File: src/hdl/eef_pkg.sv
// How it works
// - Overflow or count 255 aborts frame, flags
// - Receive error flag sticky until clear
// - Pin low when flag, enable, global set
// - Five transmit abort causes set error flag
// - Transmit error flag sticky until clear
// - Abort clears request, sets status, stores vector
// - Transmit error also sets transmit done
// - Full duplex: only oversize abort counts
// - Request falling edge sets transmit done
// - Transmit done flag sticky until clear
// - Link flag mirrors phy flag once enabled
// - Phy global flag equals phy link flag
// - Link flag read-only, needs two enables
// - Phy request read clears all link flags
// - DMA start falling edge sets done flag
// - DMA done flag sticky until clear
// - Pending flag equals nonzero packet count
// - Pin asserts while packet count nonzero
// - Wake frame counts one, pending, pin low
package eef_pkg;

	localparam int CLK_MHZ = 125;
	localparam int CNT_W = 8;
	localparam logic [7:0] CNT_MAX = 8'hff;
	localparam logic [12:0] PTR_RST = 13'h0000;
	localparam logic [12:0] PTR_STEP = 13'h0001;

	// Flag bit positions
	localparam int RXE_BIT = 0;
	localparam int TXE_BIT = 1;
	localparam int TXD_BIT = 3;
	localparam int LNK_BIT = 4;
	localparam int DMA_BIT = 5;
	localparam int PKT_BIT = 6;
	localparam int GLB_BIT = 7;
	localparam logic [7:0] FLAG_RST = 8'h00;

	// Deferral limit in ns and derived cycle count
	localparam longint DEFER_NS = 64'd2428700;
	localparam int DEFER_CYC = int'((DEFER_NS * CLK_MHZ) / 1000);

endpackage : eef_pkg

File: src/hdl/eef_defer_timer.sv
`timescale 1ns/1ps
module eef_defer_timer #(
	parameter int LIMIT = eef_pkg::DEFER_CYC
) (
	input  wire logic clk_i,
	input  wire logic rst_i,
	input  wire logic defer_i,
	output logic      expired_o
);
	typedef struct packed {
		logic [21:0] cnt;
		logic        exp;
	} eef_dt_s;
	eef_dt_s st_r;
	eef_dt_s st_nxt;
	localparam logic [21:0] LIM = 22'(LIMIT);

	always_comb
	begin
		st_nxt = st_r;
		st_nxt.exp = 1'b0;
		if (!defer_i)
		begin
			st_nxt.cnt = '0;
		end
		else if (st_r.cnt == LIM - 22'h000001)
		begin
			st_nxt.exp = 1'b1;
			st_nxt.cnt = '0;
		end
		else
		begin
			st_nxt.cnt = st_r.cnt + 22'h000001;
		end
	end

	always_ff @(posedge clk_i or posedge rst_i)
	begin
		if (rst_i)
			st_r <= '0;
		else
			st_r <= st_nxt;
	end
	assign expired_o = st_r.exp;
endmodule : eef_defer_timer

File: src/hdl/eef_status_vec.sv
`timescale 1ns/1ps
// Holds the abort status vector and the address it belongs at
module eef_status_vec (
	input  wire logic        clk_i,
	input  wire logic        rst_i,
	input  wire logic        we_i,
	input  wire logic [12:0] end_ptr_i,
	input  wire logic [7:0]  vec_i,
	output logic [12:0]      addr_o,
	output logic [7:0]       data_o
);
	typedef struct packed {
		logic [12:0] addr;
		logic [7:0]  data;
	} eef_sv_s;
	eef_sv_s st_r;
	eef_sv_s st_nxt;

	always_comb
	begin
		st_nxt = st_r;
		if (we_i)
		begin
			st_nxt.addr = end_ptr_i + eef_pkg::PTR_STEP;
			st_nxt.data = vec_i;
		end
	end

	always_ff @(posedge clk_i or posedge rst_i)
	begin
		if (rst_i)
			st_r <= '{addr: eef_pkg::PTR_RST, data: 8'h00};
		else
			st_r <= st_nxt;
	end
	assign addr_o = st_r.addr;
	assign data_o = st_r.data;
endmodule : eef_status_vec

File: src/hdl/eef_top.sv
`timescale 1ns/1ps
module eef_top #(
	parameter int DEFER_LIMIT = eef_pkg::DEFER_CYC
) (
	input  wire logic        clk_i,
	input  wire logic        rst_i,
	// Enables
	input  wire logic        global_irq_enable_i,
	input  wire logic        rx_error_enable_i,
	input  wire logic        tx_error_enable_i,
	input  wire logic        tx_done_enable_i,
	input  wire logic        link_change_enable_i,
	input  wire logic        dma_done_enable_i,
	input  wire logic        packet_pending_enable_i,
	input  wire logic        phy_link_irq_enable_i,
	input  wire logic        phy_global_irq_enable_i,
	// Host flag clears (bit field clear command), one-cycle pulses
	input  wire logic        clr_rx_error_i,
	input  wire logic        clr_tx_error_i,
	input  wire logic        clr_tx_done_i,
	input  wire logic        clr_dma_done_i,
	input  wire logic        clr_tx_abort_i,
	// Receive side
	input  wire logic        rx_frame_end_i,
	input  wire logic        rx_frame_good_i,
	input  wire logic        rx_buffer_full_i,
	input  wire logic        rx_count_dec_i,
	// Transmit side
	input  wire logic        tx_request_set_i,
	input  wire logic        tx_request_clr_i,
	input  wire logic        tx_complete_i,
	input  wire logic        full_duplex_i,
	input  wire logic        tx_excess_coll_i,
	input  wire logic        tx_window_coll_i,
	input  wire logic        tx_late_coll_i,
	input  wire logic        tx_deferring_i,
	input  wire logic        defer_forever_i,
	input  wire logic        tx_oversize_i,
	input  wire logic        huge_frame_enable_i,
	input  wire logic        per_packet_override_i,
	input  wire logic        per_packet_huge_enable_i,
	input  wire logic [12:0] tx_end_pointer_i,
	input  wire logic [7:0]  tx_status_i,
	// PHY and DMA
	input  wire logic        phy_link_event_i,
	input  wire logic        phy_irq_read_i,
	input  wire logic        dma_start_i,
	// Outputs
	output logic             irq_n_o,
	output logic [7:0]       event_request_o,
	output logic [7:0]       rx_packet_count_o,
	output logic             rx_abort_o,
	output logic             tx_request_o,
	output logic             tx_abort_status_o,
	output logic             phy_global_flag_o,
	output logic             phy_link_flag_o,
	output logic [12:0]      status_addr_o,
	output logic [7:0]       status_data_o
);
	typedef struct packed {
		logic       rxe;
		logic       txe;
		logic       txd;
		logic       dmd;
		logic       plf;
		logic       txr;
		logic       abt;
		logic       dma_d;
		logic       rxab;
		logic [7:0] cnt;
	} eef_st_s;

	eef_st_s st_r;
	eef_st_s st_nxt;
	logic    defer_exp;
	logic    phy_en;
	logic    link_flag;
	logic    rx_drop;
	logic    rx_keep;
	logic    tx_fault;
	logic    tx_abort;
	logic    any_irq;

	// ==========================================
	// Sub blocks
	eef_defer_timer #(
		.LIMIT(DEFER_LIMIT)
	) u_defer (
		.clk_i    (clk_i),
		.rst_i    (rst_i),
		.defer_i  (tx_deferring_i & st_r.txr & ~full_duplex_i),
		.expired_o(defer_exp)
	);

	eef_status_vec u_vec (
		.clk_i    (clk_i),
		.rst_i    (rst_i),
		.we_i     (tx_abort),
		.end_ptr_i(tx_end_pointer_i),
		.vec_i    (tx_status_i),
		.addr_o   (status_addr_o),
		.data_o   (status_data_o)
	);

	// ==========================================
	// Event decode
	always_comb
	begin
		phy_en = phy_link_irq_enable_i & phy_global_irq_enable_i;
		link_flag = phy_en & st_r.plf;
		rx_drop = rx_frame_end_i & (rx_buffer_full_i | st_r.cnt == eef_pkg::CNT_MAX);
		rx_keep = rx_frame_end_i & rx_frame_good_i & ~rx_drop;
		// Collision and deferral causes impossible in full duplex
		tx_fault = (~full_duplex_i & (tx_excess_coll_i | tx_window_coll_i |
			tx_late_coll_i | (defer_exp & ~defer_forever_i))) |
			(tx_oversize_i & ~huge_frame_enable_i &
			~(per_packet_override_i & per_packet_huge_enable_i));
		tx_abort = st_r.txr & tx_fault;
	end

	// ==========================================
	// State update
	always_comb
	begin
		st_nxt = st_r;
		st_nxt.rxab = rx_drop;
		// Set wins over a same-cycle clear
		st_nxt.rxe = rx_drop | (st_r.rxe & ~clr_rx_error_i);
		st_nxt.txe = tx_abort | (st_r.txe & ~clr_tx_error_i);
		if (tx_abort)
		begin
			st_nxt.txr = 1'b0;
			st_nxt.abt = 1'b1;
		end
		else if (tx_complete_i | tx_request_clr_i)
			st_nxt.txr = 1'b0;
		else if (tx_request_set_i)
			st_nxt.txr = 1'b1;
		if (clr_tx_abort_i & ~tx_abort)
			st_nxt.abt = 1'b0;
		// Falling edge of request, abort included
		st_nxt.txd = (st_r.txr & ~st_nxt.txr) | (st_r.txd & ~clr_tx_done_i);
		// Read clear of phy request re-arms detection
		st_nxt.plf = phy_link_event_i | (st_r.plf & ~phy_irq_read_i);
		st_nxt.dma_d = dma_start_i;
		st_nxt.dmd = (st_r.dma_d & ~dma_start_i) | (st_r.dmd & ~clr_dma_done_i);
		if (rx_keep & ~rx_count_dec_i)
			st_nxt.cnt = st_r.cnt + 8'h01;
		else if (rx_count_dec_i & ~rx_keep & st_r.cnt != 8'h00)
			st_nxt.cnt = st_r.cnt - 8'h01;
	end

	always_ff @(posedge clk_i or posedge rst_i)
	begin
		if (rst_i)
			st_r <= '0;
		else
			st_r <= st_nxt;
	end

	// ==========================================
	// Outputs
	always_comb
	begin
		event_request_o = eef_pkg::FLAG_RST;
		event_request_o[eef_pkg::RXE_BIT] = st_r.rxe;
		event_request_o[eef_pkg::TXE_BIT] = st_r.txe;
		event_request_o[eef_pkg::TXD_BIT] = st_r.txd;
		event_request_o[eef_pkg::LNK_BIT] = link_flag;
		event_request_o[eef_pkg::DMA_BIT] = st_r.dmd;
		event_request_o[eef_pkg::PKT_BIT] = st_r.cnt != 8'h00;
		any_irq = global_irq_enable_i & (
			(st_r.rxe & rx_error_enable_i) |
			(st_r.txe & tx_error_enable_i) |
			(st_r.txd & tx_done_enable_i) |
			(link_flag & link_change_enable_i) |
			(st_r.dmd & dma_done_enable_i) |
			((st_r.cnt != 8'h00) & packet_pending_enable_i));
		event_request_o[eef_pkg::GLB_BIT] = any_irq;
	end

	assign irq_n_o = ~any_irq;
	assign rx_packet_count_o = st_r.cnt;
	assign rx_abort_o = st_r.rxab;
	assign tx_request_o = st_r.txr;
	assign tx_abort_status_o = st_r.abt;
	assign phy_global_flag_o = st_r.plf;
	assign phy_link_flag_o = st_r.plf;

	// ==========================================
	// Assertions
	rx_err_set_a: assert property (@(posedge clk_i) disable iff (rst_i) rx_drop |=> st_r.rxe)
		else $error("rx error not set");
	rx_err_hold_a: assert property (@(posedge clk_i) disable iff (rst_i)
		st_r.rxe & ~clr_rx_error_i |=> st_r.rxe)
		else $error("rx error dropped");
	irq_pin_a: assert property (@(posedge clk_i) disable iff (rst_i)
		(st_r.dmd & dma_done_enable_i & global_irq_enable_i) |-> !irq_n_o)
		else $error("irq pin not low");
	tx_abort_a: assert property (@(posedge clk_i) disable iff (rst_i)
		tx_abort |=> !st_r.txr && st_r.abt && st_r.txe && st_r.txd)
		else $error("abort effects missing");
	txd_edge_a: assert property (@(posedge clk_i) disable iff (rst_i)
		$fell(st_r.txr) |-> st_r.txd)
		else $error("tx done missed");
	link_gate_a: assert property (@(posedge clk_i) disable iff (rst_i)
		!phy_en |-> !event_request_o[eef_pkg::LNK_BIT])
		else $error("link flag without enables");
	phy_read_a: assert property (@(posedge clk_i) disable iff (rst_i)
		phy_irq_read_i & ~phy_link_event_i |=> !st_r.plf)
		else $error("phy read no clear");
	dma_done_a: assert property (@(posedge clk_i) disable iff (rst_i)
		$fell(dma_start_i) |=> st_r.dmd)
		else $error("dma done missed");
	pkt_flag_a: assert property (@(posedge clk_i) disable iff (rst_i)
		rx_keep & ~rx_count_dec_i |=> event_request_o[eef_pkg::PKT_BIT] &&
		rx_packet_count_o == $past(rx_packet_count_o) + 8'h01)
		else $error("pending flag mismatch");
	tx_err_hold_a: assert property (@(posedge clk_i) disable iff (rst_i)
		st_r.txe & ~clr_tx_error_i |=> st_r.txe)
		else $error("tx error dropped");
	txd_hold_a: assert property (@(posedge clk_i) disable iff (rst_i)
		st_r.txd & ~clr_tx_done_i |=> st_r.txd)
		else $error("tx done dropped");
	dmd_hold_a: assert property (@(posedge clk_i) disable iff (rst_i)
		st_r.dmd & ~clr_dma_done_i |=> st_r.dmd)
		else $error("dma done dropped");
	txe_txd_a: assert property (@(posedge clk_i) disable iff (rst_i)
		$rose(st_r.txe) |-> st_r.txd)
		else $error("tx error without tx done");
	duplex_a: assert property (@(posedge clk_i) disable iff (rst_i)
		st_r.txr & full_duplex_i & ~tx_oversize_i |=> !$rose(st_r.txe))
		else $error("duplex abort not oversize");
	link_mirror_a: assert property (@(posedge clk_i) disable iff (rst_i)
		phy_en |-> event_request_o[eef_pkg::LNK_BIT] == phy_global_flag_o)
		else $error("link flag not mirroring");
	rx_full_a: assert property (@(posedge clk_i) disable iff (rst_i)
		rx_drop & ~rx_count_dec_i |=> rx_packet_count_o == $past(rx_packet_count_o))
		else $error("dropped frame counted");
	status_vec_a: assert property (@(posedge clk_i) disable iff (rst_i)
		tx_abort |=> status_addr_o == $past(tx_end_pointer_i) + eef_pkg::PTR_STEP &&
		status_data_o == $past(tx_status_i))
		else $error("status vector wrong");
	pkt_pin_a: assert property (@(posedge clk_i) disable iff (rst_i)
		(rx_packet_count_o != 8'h00) & packet_pending_enable_i & global_irq_enable_i
		|-> !irq_n_o)
		else $error("pending irq pin high");
	irq_release_a: assert property (@(posedge clk_i) disable iff (rst_i)
		!global_irq_enable_i |-> irq_n_o)
		else $error("irq pin stuck low");

	rx_drop_c: cover property (@(posedge clk_i) disable iff (rst_i) rx_drop);
	tx_abort_c: cover property (@(posedge clk_i) disable iff (rst_i) tx_abort);
	wake_c: cover property (@(posedge clk_i) disable iff (rst_i)
		rx_keep && st_r.cnt == 8'h00 ##1 !irq_n_o);
	dma_done_c: cover property (@(posedge clk_i) disable iff (rst_i) $fell(dma_start_i));
	link_c: cover property (@(posedge clk_i) disable iff (rst_i)
		event_request_o[eef_pkg::LNK_BIT] && !irq_n_o);
endmodule : eef_top

File: config.mk
export PLATFORM = sky130hd
export DESIGN_NAME = eef_top
export DESIGN_NICKNAME = d
export VERILOG_FILES = /design/src/hdl/eef_pkg.sv /design/src/hdl/eef_defer_timer.sv /design/src/hdl/eef_status_vec.sv /design/src/hdl/eef_top.sv
export SDC_FILE = /design/constraint.sdc
export NUM_CORES = 1
export LEC_CHECK = 0
export ABC_CLOCK_PERIOD_IN_PS = 6800
export BUFFER_PORTS_ARGS = -buffer_cell sky130_fd_sc_hd__buf_2
export CAP_MARGIN = 20
export CORE_AREA = 3 3 83 85
export DETAILED_ROUTE_END_ITERATION = 12
export DIE_AREA = 0 0 86 88
export PLACE_DENSITY = 0.88
export SYNTH_ARGS = -nofsm -noshare
export SYNTH_HDL_FRONTEND = slang
export SYNTH_HIERARCHICAL = 1
export SYNTH_SLANG_ARGS = --single-unit
File: constraint.sdc
create_clock -name clk_i -period 6.8 [get_ports clk_i]
set_input_delay 1.36 -clock clk_i [delete_from_list [all_inputs] [get_ports clk_i]]
set_output_delay 1.36 -clock clk_i [all_outputs]
set_load 0.02 [all_outputs]
# Yosys cells after proc, flatten, opt, wreduce, memory -nomap -nowiden
# Index checks and enable logic that the tools add are counted.
[totals]
regBits = 61
latchBits = 0
ramBits = 0
mem_bits_ro = 0
inputBits = 57
elab_cells = 97
memories = 0
[classes]
n_addsub = 4
n_mul = 0
div_mod_pow = 0
order_cmp = 0
n_eq_ne = 2
shift = 0
muxes = 11
bitwise_logic = 63
reduce_logical = 3
[ops]
columns = ["cell", "count"]
rows = [
  ["2-to-1 mux 22 bit", 2],
  ["AND 1 bit", 31],
  ["adder 22 x 1 -> 22 bit (second input constant)", 1],
  ["equality test 22 x 19 -> 1 bit (second input constant)", 1],
  ["2-to-1 mux 8 bit", 2],
  ["inverter 1 bit", 16],
  ["OR 1 bit", 16],
  ["adder 13 x 1 -> 13 bit (second input constant)", 1],
  ["adder 8 x 1 -> 8 bit (second input constant)", 1],
  ["equality test 8 bit (second input constant)", 1],
  ["nonzero test 8 bit", 1],
  ["subtractor 8 x 1 -> 8 bit (second input constant)", 1],
  ["2-to-1 mux 1 bit", 7],
  ["nonzero test 2 bit", 2],
]

# Logic depth before layout (Yosys ltp)
# Gate-level depths: netlist of the first run.
[depth]
depth_word = 10
ltp_mapped = 10
mapped_depth_nobuf = 10

# By module
# Netlist of the first run, hierarchy kept.
[modules_own_cells]
columns = ["mod", "n_inst", "cells_each", "area_per_inst_um2", "seq_area_each_um2"]
rows = [
  ["eef_defer_timer", 1, 123, 1207.4, 575.6],
  ["eef_top", 1, 119, 1157.4, 425.4],
  ["eef_status_vec", 1, 92, 1003.5, 525.5],
]

# Least setup slack after synthesis of the first run
# OpenSTA, ideal clock, no wires.
[synth_timing]
kind = "input-to-output"
from = "input rx_error_enable_i"
to = "output event_request_o[7]"
t_arrival_ps = 2257
required_time_ps = 5440
slack_ps = 3183
path_stages = 6
path_cell_list = "a22oi_1 nand2_1 a221o_2 nand2_1 inv_1 buf_4"
[synth_via]
elab_chain_len = 7
[synth_lines]
columns = ["element", "line_no", "source"]
rows = [
  ["start: declaration", "eef_top.sv:9", "input wire logic rx_error_enable_i,"],
  ["AND 1 bit", "eef_top.sv:173", "(st_r.rxe & rx_error_enable_i) |"],
  ["OR 1 bit", "eef_top.sv:173", ""],
  ["OR 1 bit", "eef_top.sv:174", "(st_r.txe & tx_error_enable_i) |"],
  ["OR 1 bit", "eef_top.sv:175", "(st_r.txd & tx_done_enable_i) |"],
  ["OR 1 bit", "eef_top.sv:176", "(link_flag & link_change_enable_i) |"],
  ["OR 1 bit", "eef_top.sv:177", "(st_r.dmd & dma_done_enable_i) |"],
  ["AND 1 bit", "eef_top.sv:172", "any_irq = global_irq_enable_i & ("],
  ["end: declaration", "eef_top.sv:50", "output logic [7:0] event_request_o,"],
]
# No other way between the ends.

# Worst setup path after layout of the first run
[layout_timing]
from = "input tx_error_enable_i"
to = "output event_request_o[7]"
[layout_via]
elab_chain_len = 7
[layout_lines]
columns = ["element", "line_no", "source"]
rows = [
  ["start: declaration", "eef_top.sv:10", "input wire logic tx_error_enable_i,"],
  ["AND 1 bit", "eef_top.sv:174", ""],
  ["OR 1 bit", "eef_top.sv:173", ""],
  ["OR 1 bit", "eef_top.sv:174", ""],
  ["OR 1 bit", "eef_top.sv:175", ""],
  ["OR 1 bit", "eef_top.sv:176", ""],
  ["OR 1 bit", "eef_top.sv:177", ""],
  ["AND 1 bit", "eef_top.sv:172", ""],
]
# No other way between the ends.

==> results of run 1 <==
flip-flops by register name (all words and copies together) (netlist names):
signal,count
rx_packet_count_o,8
rx_abort_o,1
phy_global_flag_o,1
u_defer/st_r,22
u_vec/addr_o,13
tx_abort_status_o,1
event_request_o,4
st_r,1
u_vec/data_o,8
u_defer/expired_o,1
tx_request_o,1
cell usage in the layout, fill, tap and decap left out, drive strengths merged, types with 4 or more instances in the layout:
cell type / instances
o21ai: 13
buf: 98
dfrtp: 61
clkbuf: 13
o31ai: 8
or4: 9
nor2: 31
nand2: 15
nor4: 7
nand3: 16
a21oi: 18
nand4: 10
xor2: 9
ha: 9
or3: 10
a31oi: 8
a21o: 4
xnor2: 13
inv: 22
mux2: 15
cells by family after synthesis:
kind of cell	synth area share, %
AOI/OAI and AO/OA	11.8
xor gates and xnor gates	5.72
adders and majority gates	3.94
buffers and inverters	7.80
DFF	45.3
muxes	5.98
other	0.111
and+or+nand+nor	19.3
area by class of cell:
| class | count | area, sq um |
|---|---|---|
| tap | 77 | 96.3 |
| sequential | 61 | 1530 |
| multi-input combinational | 226 | 1580 |
| clock inverter | 3 | 90.1 |
| clock buffer | 13 | 169 |
| timing repair buffer | 98 | 490 |
| fill | 497 | 2240 |
| inverter | 22 | 82.6 |
power by group through the flow:
stage          Sequential, mW  Combinational (mW)  Clock [mW]
6_report                0.487               0.434       0.417
3_3_place_gp            0.488               0.417           0
4_1_cts                 0.487               0.436       0.422
5_1_grt                 0.496               0.474       0.443
2_1_floorplan           0.524               0.307           0
3_5_place_dp            0.494               0.433           0
worst min path at each step:
stage | slack, ns | startpoint | endpoint | cells after the start
3_5_place_dp | 0.49 | u_vec/data_o[3] | u_vec/data_o[3] | 1
6_report | 0.51 | u_vec/data_o[2] | u_vec/data_o[2] | 1
5_1_grt | 0.53 | u_vec/data_o[6] | u_vec/data_o[6] | 1
2_1_floorplan | 0.47 | u_defer/st_r[1] | u_defer/st_r[1] | 1
3_3_place_gp | 0.48 | u_vec/data_o[4] | u_vec/data_o[4] | 1
4_1_cts | 0.51 | u_defer/st_r[1] | u_defer/st_r[1] | 1
worst register-to-register path, cell delays in order, from the launching register on:
cell and delay, ns:
dfrtp_1 0.47, nand4_1 0.15, o2111ai_1 0.15, nor2_1 0.17, inv_1 0.17, fa_1 0.47
a211oi_1 0.26, o21bai_1 0.11, a21oi_1 0.18, xnor2_1 0.09, mux2_4 0.26
metal layers:
layer  GRT usage [%]  vias up  wire length [microns]
li1                -     1350                      -
met1            24.4     1357                   3020
met2            38.3       68                   4140
met3            4.99       12                    401
met4            9.50        0                    140
met5               0        -                      0
through the flow:
| stage | instances | hold slack (ns) | power, mW |
|---|---|---|---|
| finish | 500 | 0.506 | 1.34 |
| global route | 500 | 0.528 | 1.41 |
| CTS | 500 | 0.509 | 1.35 |
| detailed placement | 484 | 0.495 | 0.926 |
| global placement | 484 | 0.484 | 0.905 |
| floorplan | 334 | 0.470 | 0.831 |
==> key figures, run 1 <==
Run status
  – Outcome: complete, no violations

Timing
  – Setup violators final: 0
  – Worst slew pin tran: 1.03 ns
  – RSZ-0062 raised after global routing: no
  – Skew final: 0.00952 ns
  – Final Critical Period: 3.62 ns
  – Final Hold Fails: 0
  – Final cycle utilization of the critical path: 53.3%
  – Final Worst Setup Slack: 3.18 ns
  – Final setup TNS: 0 ns
  – Max-slew violation count: 0
  – Slew headroom: 31.3%
  – FMAX: 276 MHz

Yosys
  – Most area-hungry cell type in the Yosys netlist: dfrtp_1
  – Post-Synthesis Cells: 334
  – Synth Cell Area: 3370 sq um
  – Mapped Nets: 401
  – Mean Syn Cell Area: 10.1 sq um
  – Synth Flop Type: dfrtp_1
  – Number of synthesized flops with an enable pin: 0
  – Ranking of synthesized cells by area: dfrtp_1 (45%), buf_4 (4.0%), nor2_1 (3.5%)
  – Post-synthesis sequential area ratio: 45.3%
  – Number of distinct library cells after synthesis: 53
  – Post-synthesis async set-or-reset flop share: 100%
  – Most frequent cells after synthesis: dfrtp_1 (61), nor2_1 (31), inv_1 (22)
  – Yosys reg bits: 61
  – Synth Warn #: 6
  – Most common cell in the synthesized netlist: dfrtp_1
  – Synth top area share: 45.3%

Critical path
  – Buf/Inv on CP: 3
  – Family with the most delay on the worst path: compound AO/OA/AOI/OAI gates
  – Reg2Reg Depth: 10
  – Crit. End Element: primary output
  – CP max FO: 2
  – Critical Path Source: tx_error_enable_i
  – CP cell instances: buf_2 > a22oi_1 > nand2_1 > a221o_2 > nand2_1 > inv_1 > buf_2
  – CP Launch Type: primary input
  – Setup crit end: event_request_o[7]
  – R2R Setup Slk: 4.20 ns
  – Crit path required time: 5.44 ns
  – Reg-to-Reg End: rx_packet_count_o[6]
  – RR Startpoint: rx_packet_count_o[0]
  – CP Data Arrival Time: 2.26 ns
  – Slowest stage cell, crit path: a221o_2
  – CP Depth: 7
  – Crit Path Class: in2out
  – CP max stage delay: 0.29 ns

Floorplanning
  – IO Pins: 100
  – Initial Util: 53.7%
  – Die Wd: 86 microns
  – # rows: 29
  – Core area: 6280 sq um
  – Die Height: 88 microns
  – Total die area: 7570 sq um

Cells and area
  – Area grow syn2layout: 19.8%
  – Finished Core Util: 64.3%
  – Ant. Diodes: 0
  – Layout cells sized above 1: 32.9%
  – Final Cell Area: 4030 sq um
  – Fin nets: 485

Job
  – Max-Cap Viols: 0

Clock network
  – Post-cts sizing count: 0
  – Latest clock arrival within the worst-skew pair: 0.35 ns
  – CTS tree: built
  – CTS Buf Count: 9
  – Root Driver: clkbuf_8
  – Clock sink count: 61
  – Postcts setup bufs: 0
  – Max H-tree Level: 3
  – Clk buf depth: 2
  – Hold buffers post-CTS: 0
  – Clk slew on worst S/H paths: 0.07 ns

Place
  – Gpl congestion: 0.844
  – DP Wirelength: 5.77 mm
  – Dpl ws: 3.18 ns
  – Port Buf Inserts: 98
  – Dpl cell area: 3770 sq um

Routing
  – WL final: 7.70 mm
  – Routed Antenna Nets: 0
  – DRT iter0 DRCs: 132
  – DRC Markers: 0
  – Routed WL per cell: 15.4 microns
  – TritonRoute pass-1 iters: 4
  – Vias per cell: 5.57
  – Total vias in the final route: 2787

Global route
  – Pin count of the biggest net entering global routing: 37
  – Vias in the first global route: 2809
  – Congestion Overflow GR: 0
  – Gr usage total: 21.4%
  – Initial antenna violation count: 0
  – First-pass GRT wire length: 12.5 mm

Pwr
  – Clock share of power: 31.2%
  – Leak pwr: 1.84 nW
  – Net Sw Frac: 32.8%
  – Cell-internal power: 0.898 mW
  – Sw Pwr: 0.439 mW
  – Gate power share: 32.4%
  – PwrDens: 332 nW/um^2
  – Reg power frac: 36.4%
  – Worst ir drop on vdd: 0.000258 V

Min path
  – Hold Crit Class: reg2reg
No activity file was read; power rests on OpenSTA's default activity.
==> run 2: changes to the inputs <==
- ABC_CLOCK_PERIOD_IN_PS: 6800 -> 2900
- CORE_AREA: 3 3 83 85 -> 3 3 89 91
- DIE_AREA: 0 0 86 88 -> 0 0 92 94
- PLACE_DENSITY: 0.88 -> 0.81
- clock period: 6.8 -> 2.9 ns (I/O delays scaled with it)
==> run 2 against run 1 <==
Setup slack got worse by 2.8 ns. Die area rose by 14%. Utilization fell by 7.9 points. Combinational power rose by 130%. Largest cell class unchanged. Critical path depth rose by 3. Highest routed layer unchanged. Clock power rose by 120%. Non-clock buffer count rose by 3. Final cell count rose by 5.0%. Power rose by 130%.
==> key figures, run 2 (synthesis results as in run 1) <==
Run status
  – Outcome: complete, no violations (unchanged)

Global route
  – GR Util met1: 23.7% (was 24.4%)
  – Met3 Resource Use GR: 4.33% (was 4.99%)
  – Gr usage total: 18.4% (was 21.4%)
  – First-pass GRT wire length: 12.6 mm (was 12.5 mm)
  – Vias in the first global route: 2693 (was 2809)
  – Met2 usage: 30.2% (was 38.3%)
  – Initial antenna violation count: 0 (unchanged)
  – Most Crowded Layer GR: met2 (unchanged)
  – Congestion Overflow GR: 0 (unchanged)
  – Pin count of the biggest net entering global routing: 36 (was 37)

Min path
  – Hold Path Depth: 1 (unchanged)
  – Hold Crit Class: in2reg (was reg2reg)
  – WHS Endpoint: st_r[9] (was u_vec/data_o[2])
  – Worst Hold Launch: dma_start_i (was u_vec/data_o[2])

Clock network
  – Clock sink count: 61 (unchanged)
  – Hold buffers post-CTS: 0 (unchanged)
  – Postcts setup bufs: 0 (unchanged)
  – Clk buf depth: 2 (unchanged)
  – Root Driver: clkbuf_8 (unchanged)
  – CTS tree: built (unchanged)
  – Post-cts sizing count: 0 (unchanged)
  – Latest clock arrival within the worst-skew pair: 0.34 ns (was 0.35 ns)
  – Clk slew on worst S/H paths: 0.07 ns (about the same)
  – Max H-tree Level: 3 (unchanged)
  – CTS Buf Count: 9 (unchanged)

Floorplanning
  – IO Pins: 100 (unchanged)
  – # rows: 31 (was 29)
  – Initial Util: 46.7% (was 53.7%)
  – Core area: 7210 sq um (was 6280 sq um)
  – Die Wd: 92 microns (was 86 microns)
  – Total die area: 8650 sq um (was 7570 sq um)
  – Die Height: 94 microns (was 88 microns)

Place
  – Gpl congestion: 0.852 (was 0.844)
  – Port Buf Inserts: 98 (unchanged)
  – Dpl cell area: 3820 sq um (was 3770 sq um)
  – DP Wirelength: 5.64 mm (was 5.77 mm)
  – Dpl ws: 0.238 ns (was 3.18 ns)

Critical path
  – CP max FO: 7 (was 2)
  – CP Launch Type: flop (was primary input)
  – Buf/Inv on CP: 1 (was 3)
  – RR Startpoint: rx_packet_count_o[0] (unchanged)
  – CP max stage delay: 0.46 ns (was 0.29 ns)
  – CP Data Arrival Time: 2.75 ns (was 2.26 ns)
  – Family with the most delay on the worst path: compound AO/OA/AOI/OAI gates (unchanged)
  – Reg2Reg Depth: 10 (unchanged)
  – R2R Setup Slk: 0.37 ns (was 4.20 ns)
  – Reg-to-Reg End: rx_packet_count_o[6] (unchanged)
  – Crit path required time: 3.13 ns (was 5.44 ns)
  – Slowest stage cell, crit path: dfrtp_1 (was a221o_2)
  – Crit Path Class: reg2reg (was in2out)
  – Crit. End Element: flop (was primary output)
  – CP cell instances: nand4_1 > o2111ai_1 > nor2_1 > inv_1 > fa_1 > a211oi_1 > o21bai_1 > a21oi_1 > xnor2_1 > mux2_4 (was buf_2 > a22oi_1 > nand2_1 > a221o_2 > nand2_1 > inv_1 > buf_2)

Timing
  – Final Worst Setup Slack: 0.372 ns (was 3.18 ns)
  – Skew final: 0.00903 ns (was 0.00952 ns)
  – Final cycle utilization of the critical path: 87.2%
  – Final Critical Period: 2.53 ns
  – Final setup TNS: 0 ns (unchanged)
  – Slew headroom: 40.9% (was 31.3%)
  – Setup violators final: 0 (unchanged)
  – Max-slew violation count: 0 (unchanged)
  – RSZ-0062 raised after global routing: no (unchanged)
  – Worst slew pin tran: 0.885 ns (was 1.03 ns)
  – Final Hold Fails: 0 (unchanged)
  – FMAX: 396 MHz

Pwr
  – Total Power: 3.08 mW (was 1.34 mW)
  – Worst ir drop on vdd: 0.000297 V (was 0.000258 V)
  – Leak pwr: 1.84 nW (about the same)
  – PwrDens: 757 nW/um^2 (was 332 nW/um^2)

Routing
  – TritonRoute pass-1 iters: 4 (unchanged)
  – DRC Markers: 0 (unchanged)
  – Routed WL per cell: 14.3 microns (was 15.4 microns)
  – Routed Antenna Nets: 0 (unchanged)
  – Vias per cell: 5.24 (was 5.57)
  – DRT iter0 DRCs: 79 (was 132)
  – Total vias in the final route: 2753 (was 2787)
  – WL final: 7.50 mm (was 7.70 mm)

Job
  – Max-Cap Viols: 0 (unchanged)

Cells and area
  – Commonest cells after routing, fill and taps aside: buf_2 (98), dfrtp_1 (61), nor2_1 (31) (unchanged)
  – Fin nets: 488 (was 485)
  – Area grow syn2layout: 20.7% (was 19.8%)
  – Top reg by flops: u_defer/st_r (unchanged)
  – Ant. Diodes: 0 (unchanged)
  – Final Cell Area: 4070 sq um (was 4030 sq um)
  – Max FFs per register: 22 (unchanged)
  – Layout cells sized above 1: 33.1% (was 32.9%)
  – Fillers: 654 (was 497)
  – Finished Core Util: 56.3% (was 64.3%)
  – Commonest non-fill, non-tap cell in the layout: buf_2 (unchanged)
-- run 2: worst max path at each step --
stage                              start              endpoint  slack (ns)  cells past startpoint
global route        rx_packet_count_o[0]  rx_packet_count_o[7]        0.11                     10
floorplan               rx_buffer_full_i  rx_packet_count_o[6]        0.53                     10
finish              rx_packet_count_o[0]  rx_packet_count_o[6]        0.37                     10
CTS                 rx_packet_count_o[0]  rx_packet_count_o[6]        0.36                     10
detailed placement      rx_buffer_full_i  rx_packet_count_o[6]        0.24                     11
global placement        rx_buffer_full_i  rx_packet_count_o[6]        0.33                     11
-- run 2: cell type report --
class	instances	area, sq um	share of cell area [%]
Clock buffer	12	145	3.57
Clock inverter	4	95.1	2.34
Multi-Input combinational cell	226	1580	38.8
Inverter	22	82.6	2.03
Sequential cell	61	1530	37.5
Timing Repair Buffer	101	513	12.6
Tap cell	99	124	3.05
-- run 2: worst register-to-register path, cell delays in order, from the launching register on --
cell,delay [ns]
dfrtp_1,0.46
nand4_1,0.15
o2111ai_1,0.15
nor2_1,0.17
inv_1,0.16
fa_1,0.44
a211oi_1,0.26
o21bai_1,0.11
a21oi_1,0.18
xnor2_1,0.09
mux2_4,0.26
-- run 2: where the power goes --
group | switching [mW] | internal [mW]
Clock | 0.325 | 0.594
Combinational | 0.551 | 0.464
Sequential | 0.143 | 1.00
-- run 2: metal layers --
layer / vias to the layer above / wire, microns
met5: - / 0
met4: 0 / 108
met3: 10 / 316
met2: 55 / 3780
met1: 1326 / 3290
li1: 1362 / -
-- run 2: through the flow --
| step | hold WS (ns) | cells |
|---|---|---|
| final | 0.367 | 525 |
| after global routing | 0.355 | 525 |
| after CTS | 0.353 | 525 |
| after detailed placement | 0.497 | 509 |
| after global placement | 0.483 | 509 |
| after floorplan | 0.470 | 334 |
==> run 3: changes to the inputs <==
- CORE_AREA: 3 3 89 91 -> 3 3 102 80
- DIE_AREA: 0 0 92 94 -> 0 0 105 83
==> run 3 against run 2 <==
Utilization is 0.082 points lower. Sequential power hardly changed. Register-to-register slack worse by 0.06 ns.
==> key figures, run 3 (synthesis results as in run 1) <==
Global route
  – Vias in the first global route: 2611 (was 2693)
  – First-pass GRT wire length: 12.2 mm (was 12.6 mm)
  – Pin count of the biggest net entering global routing: 26 (was 36)
  – Gr usage total: 17.2% (was 18.4%)
  – Congestion Overflow GR: 0 (unchanged)
  – Initial antenna violation count: 0 (unchanged)

Critical path
  – Family with the most delay on the worst path: compound AO/OA/AOI/OAI gates (unchanged)
  – Crit. End Element: flop (unchanged)
  – CP max FO: 7 (unchanged)
  – CP Launch Type: flop (unchanged)
  – CP cell instances: nand4_1 > o2111ai_1 > nor2_1 > inv_1 > ha_1 > a21oi_1 > nand2_1 > a31oi_1 > xnor2_1 > mux2_4 (was nand4_1 > o2111ai_1 > nor2_1 > inv_1 > fa_1 > a211oi_1 > o21bai_1 > a21oi_1 > xnor2_1 > mux2_4)
  – Crit Path Class: reg2reg (unchanged)
  – Buf/Inv on CP: 1 (unchanged)
  – CP Data Arrival Time: 2.80 ns (was 2.75 ns)
  – Slowest stage cell, crit path: dfrtp_1 (unchanged)
  – CP max stage delay: 0.49 ns (was 0.46 ns)
  – Crit path required time: 3.11 ns (was 3.13 ns)

Place
  – Port Buf Inserts: 98 (unchanged)
  – DP Wirelength: 5.68 mm (was 5.64 mm)
  – Gpl congestion: 0.831 (was 0.852)

Routing
  – DRT iter0 DRCs: 137 (was 79)
  – Total vias in the final route: 2779 (was 2753)
  – TritonRoute pass-1 iters: 4 (unchanged)
  – Routed WL per cell: 13.9 microns (was 14.3 microns)
  – Met3 routed wirelength: 415 microns (was 316 microns)
  – Max Used Layer: met4 (unchanged)
  – Routed wl met2: 3.61 mm (was 3.78 mm)
  – WL final: 7.29 mm (was 7.50 mm)
  – Vias per cell: 5.28 (was 5.24)
  – DRC Markers: 0 (unchanged)
  – Routed Antenna Nets: 0 (unchanged)
  – M1 WL: 3.17 mm (was 3.29 mm)

Floorplanning
  – Die Wd: 105 microns (was 92 microns)
  – Total die area: 8720 sq um (was 8650 sq um)
  – Core area: 7230 sq um (was 7210 sq um)
  – Initial Util: 46.6% (was 46.7%)
  – IO Pins: 100 (unchanged)
  – Die Height: 83 microns (was 94 microns)
  – # rows: 27 (was 31)

Timing
  – Max-slew violation count: 0 (unchanged)
  – RSZ-0062 raised after global routing: no (unchanged)
  – Final cycle utilization of the critical path: 89.3% (was 87.2%)
  – Setup violators final: 0 (unchanged)
  – Slew headroom: 43.7% (was 40.9%)
  – Worst slew pin tran: 0.843 ns (was 0.885 ns)
  – FMAX: 386 MHz (was 396 MHz)
  – Final setup TNS: 0 ns (unchanged)
  – Final Critical Period: 2.59 ns (was 2.53 ns)
  – Skew final: 0.00710 ns (was 0.00903 ns)
  – Final Hold Fails: 0 (unchanged)

Clock network
  – CTS Buf Count: 9 (unchanged)
  – Max H-tree Level: 3 (unchanged)
  – Latest clock arrival within the worst-skew pair: 0.33 ns (was 0.34 ns)
  – CTS tree: built (unchanged)
  – Post-cts sizing count: 0 (unchanged)
  – Clock sink count: 61 (unchanged)
  – Hold buffers post-CTS: 0 (unchanged)
  – Clk buf depth: 2 (unchanged)
  – Postcts setup bufs: 0 (unchanged)
  – Clk slew on worst S/H paths: 0.07 ns (about the same)
  – Root Driver: clkbuf_8 (unchanged)

Pwr
  – PwrDens: 757 nW/um^2 (about the same)
  – Worst ir drop on vdd: 0.000272 V (was 0.000297 V)
  – Total Power: 3.08 mW (about the same)
  – Leak pwr: 1.83 nW (was 1.84 nW)

Cells and area
  – Max FFs per register: 22 (unchanged)
  – Area grow syn2layout: 20.8% (was 20.7%)
  – Ant. Diodes: 0 (unchanged)
  – Commonest cells after routing, fill and taps aside: buf_2 (98), dfrtp_1 (61), nor2_1 (31) (unchanged)
  – Fin nets: 487 (was 488)
  – Commonest non-fill, non-tap cell in the layout: buf_2 (unchanged)
  – Top reg by flops: u_defer/st_r (unchanged)
  – Layout cells sized above 1: 33.4% (was 33.1%)

Job
  – Max-Cap Viols: 0 (unchanged)

Run status
  – Outcome: complete, no violations (unchanged)

Min path
  – Hold Crit Class: in2async (was in2reg)
[run 3: cell types whose count changed in the layout (fill, tap and decap cells not counted)]
cell	change
buf_4	-1
clkinvlp_4	+2
clkbuf_1	-2
[run 3: worst paths after layout]
path / startpoint / endpoint / slack [ns] / cells after the start
min in group clk_i: dma_start_i / st_r[9] / 0.38 / 1
worst min register to register: u_vec/data_o[2] / u_vec/data_o[2] / 0.50 / 1
max in group asynchronous: rst_i / u_defer/st_r[15] / 1.94 / 2
worst min-delay path: rst_i / tx_abort_status_o / 0.35 / 2
worst max-delay path: rx_packet_count_o[0] / rx_packet_count_o[5] / 0.31 / 10
worst max register to register: rx_packet_count_o[0] / rx_packet_count_o[5] / 0.31 / 10
[run 3: metal layers]
metal	vias to the layer above	GRT usage, %
met4	0	4.53
met2	84	28.5
met1	1327	21.1
met5	-	0
li1	1360	-
met3	8	6.60
[run 3: stage by stage]
| step | instances | instance area, sq um | setup slack [ns] | hold WS [ns] | util, % |
|---|---|---|---|---|---|
| global placement | 510 | 3820 | 0.327 | 0.483 | 52.8 |
| global route | 526 | 4070 | 0.0603 | 0.349 | 56.3 |
| CTS | 526 | 4070 | 0.314 | 0.366 | 56.3 |
| floorplan | 334 | 3370 | 0.529 | 0.470 | - |
| detailed placement | 510 | 3820 | 0.257 | 0.491 | 52.8 |
| finish | 526 | 4070 | 0.312 | 0.350 | 56.3 |
[run 3: power by group]
group          leakage (nW)  internal (mW)  switching (mW)
combinational         0.947          0.465           0.554
clock                 0.119          0.592           0.324
sequential            0.769           1.00           0.142
[run 3: layout make-up]
cell class                 instances  area (sq um)
tap                              101           126
clock inverter                     6           110
timing repair buffer             100           505
sequential                        61          1530
clock buffer                      10           138
multi-input combinational        226          1580
inverter                          22          82.6
fill                             639          3160
[run 3: worst register-to-register path, cell delays in order, from the launching register on]
cell and delay (ns):
dfrtp_1 0.49, nand4_1 0.17, o2111ai_1 0.24, nor2_1 0.09, inv_1 0.22, ha_1 0.35, a21oi_1 0.24, nand2_1 0.11
a31oi_1 0.21, xnor2_1 0.09, mux2_4 0.26
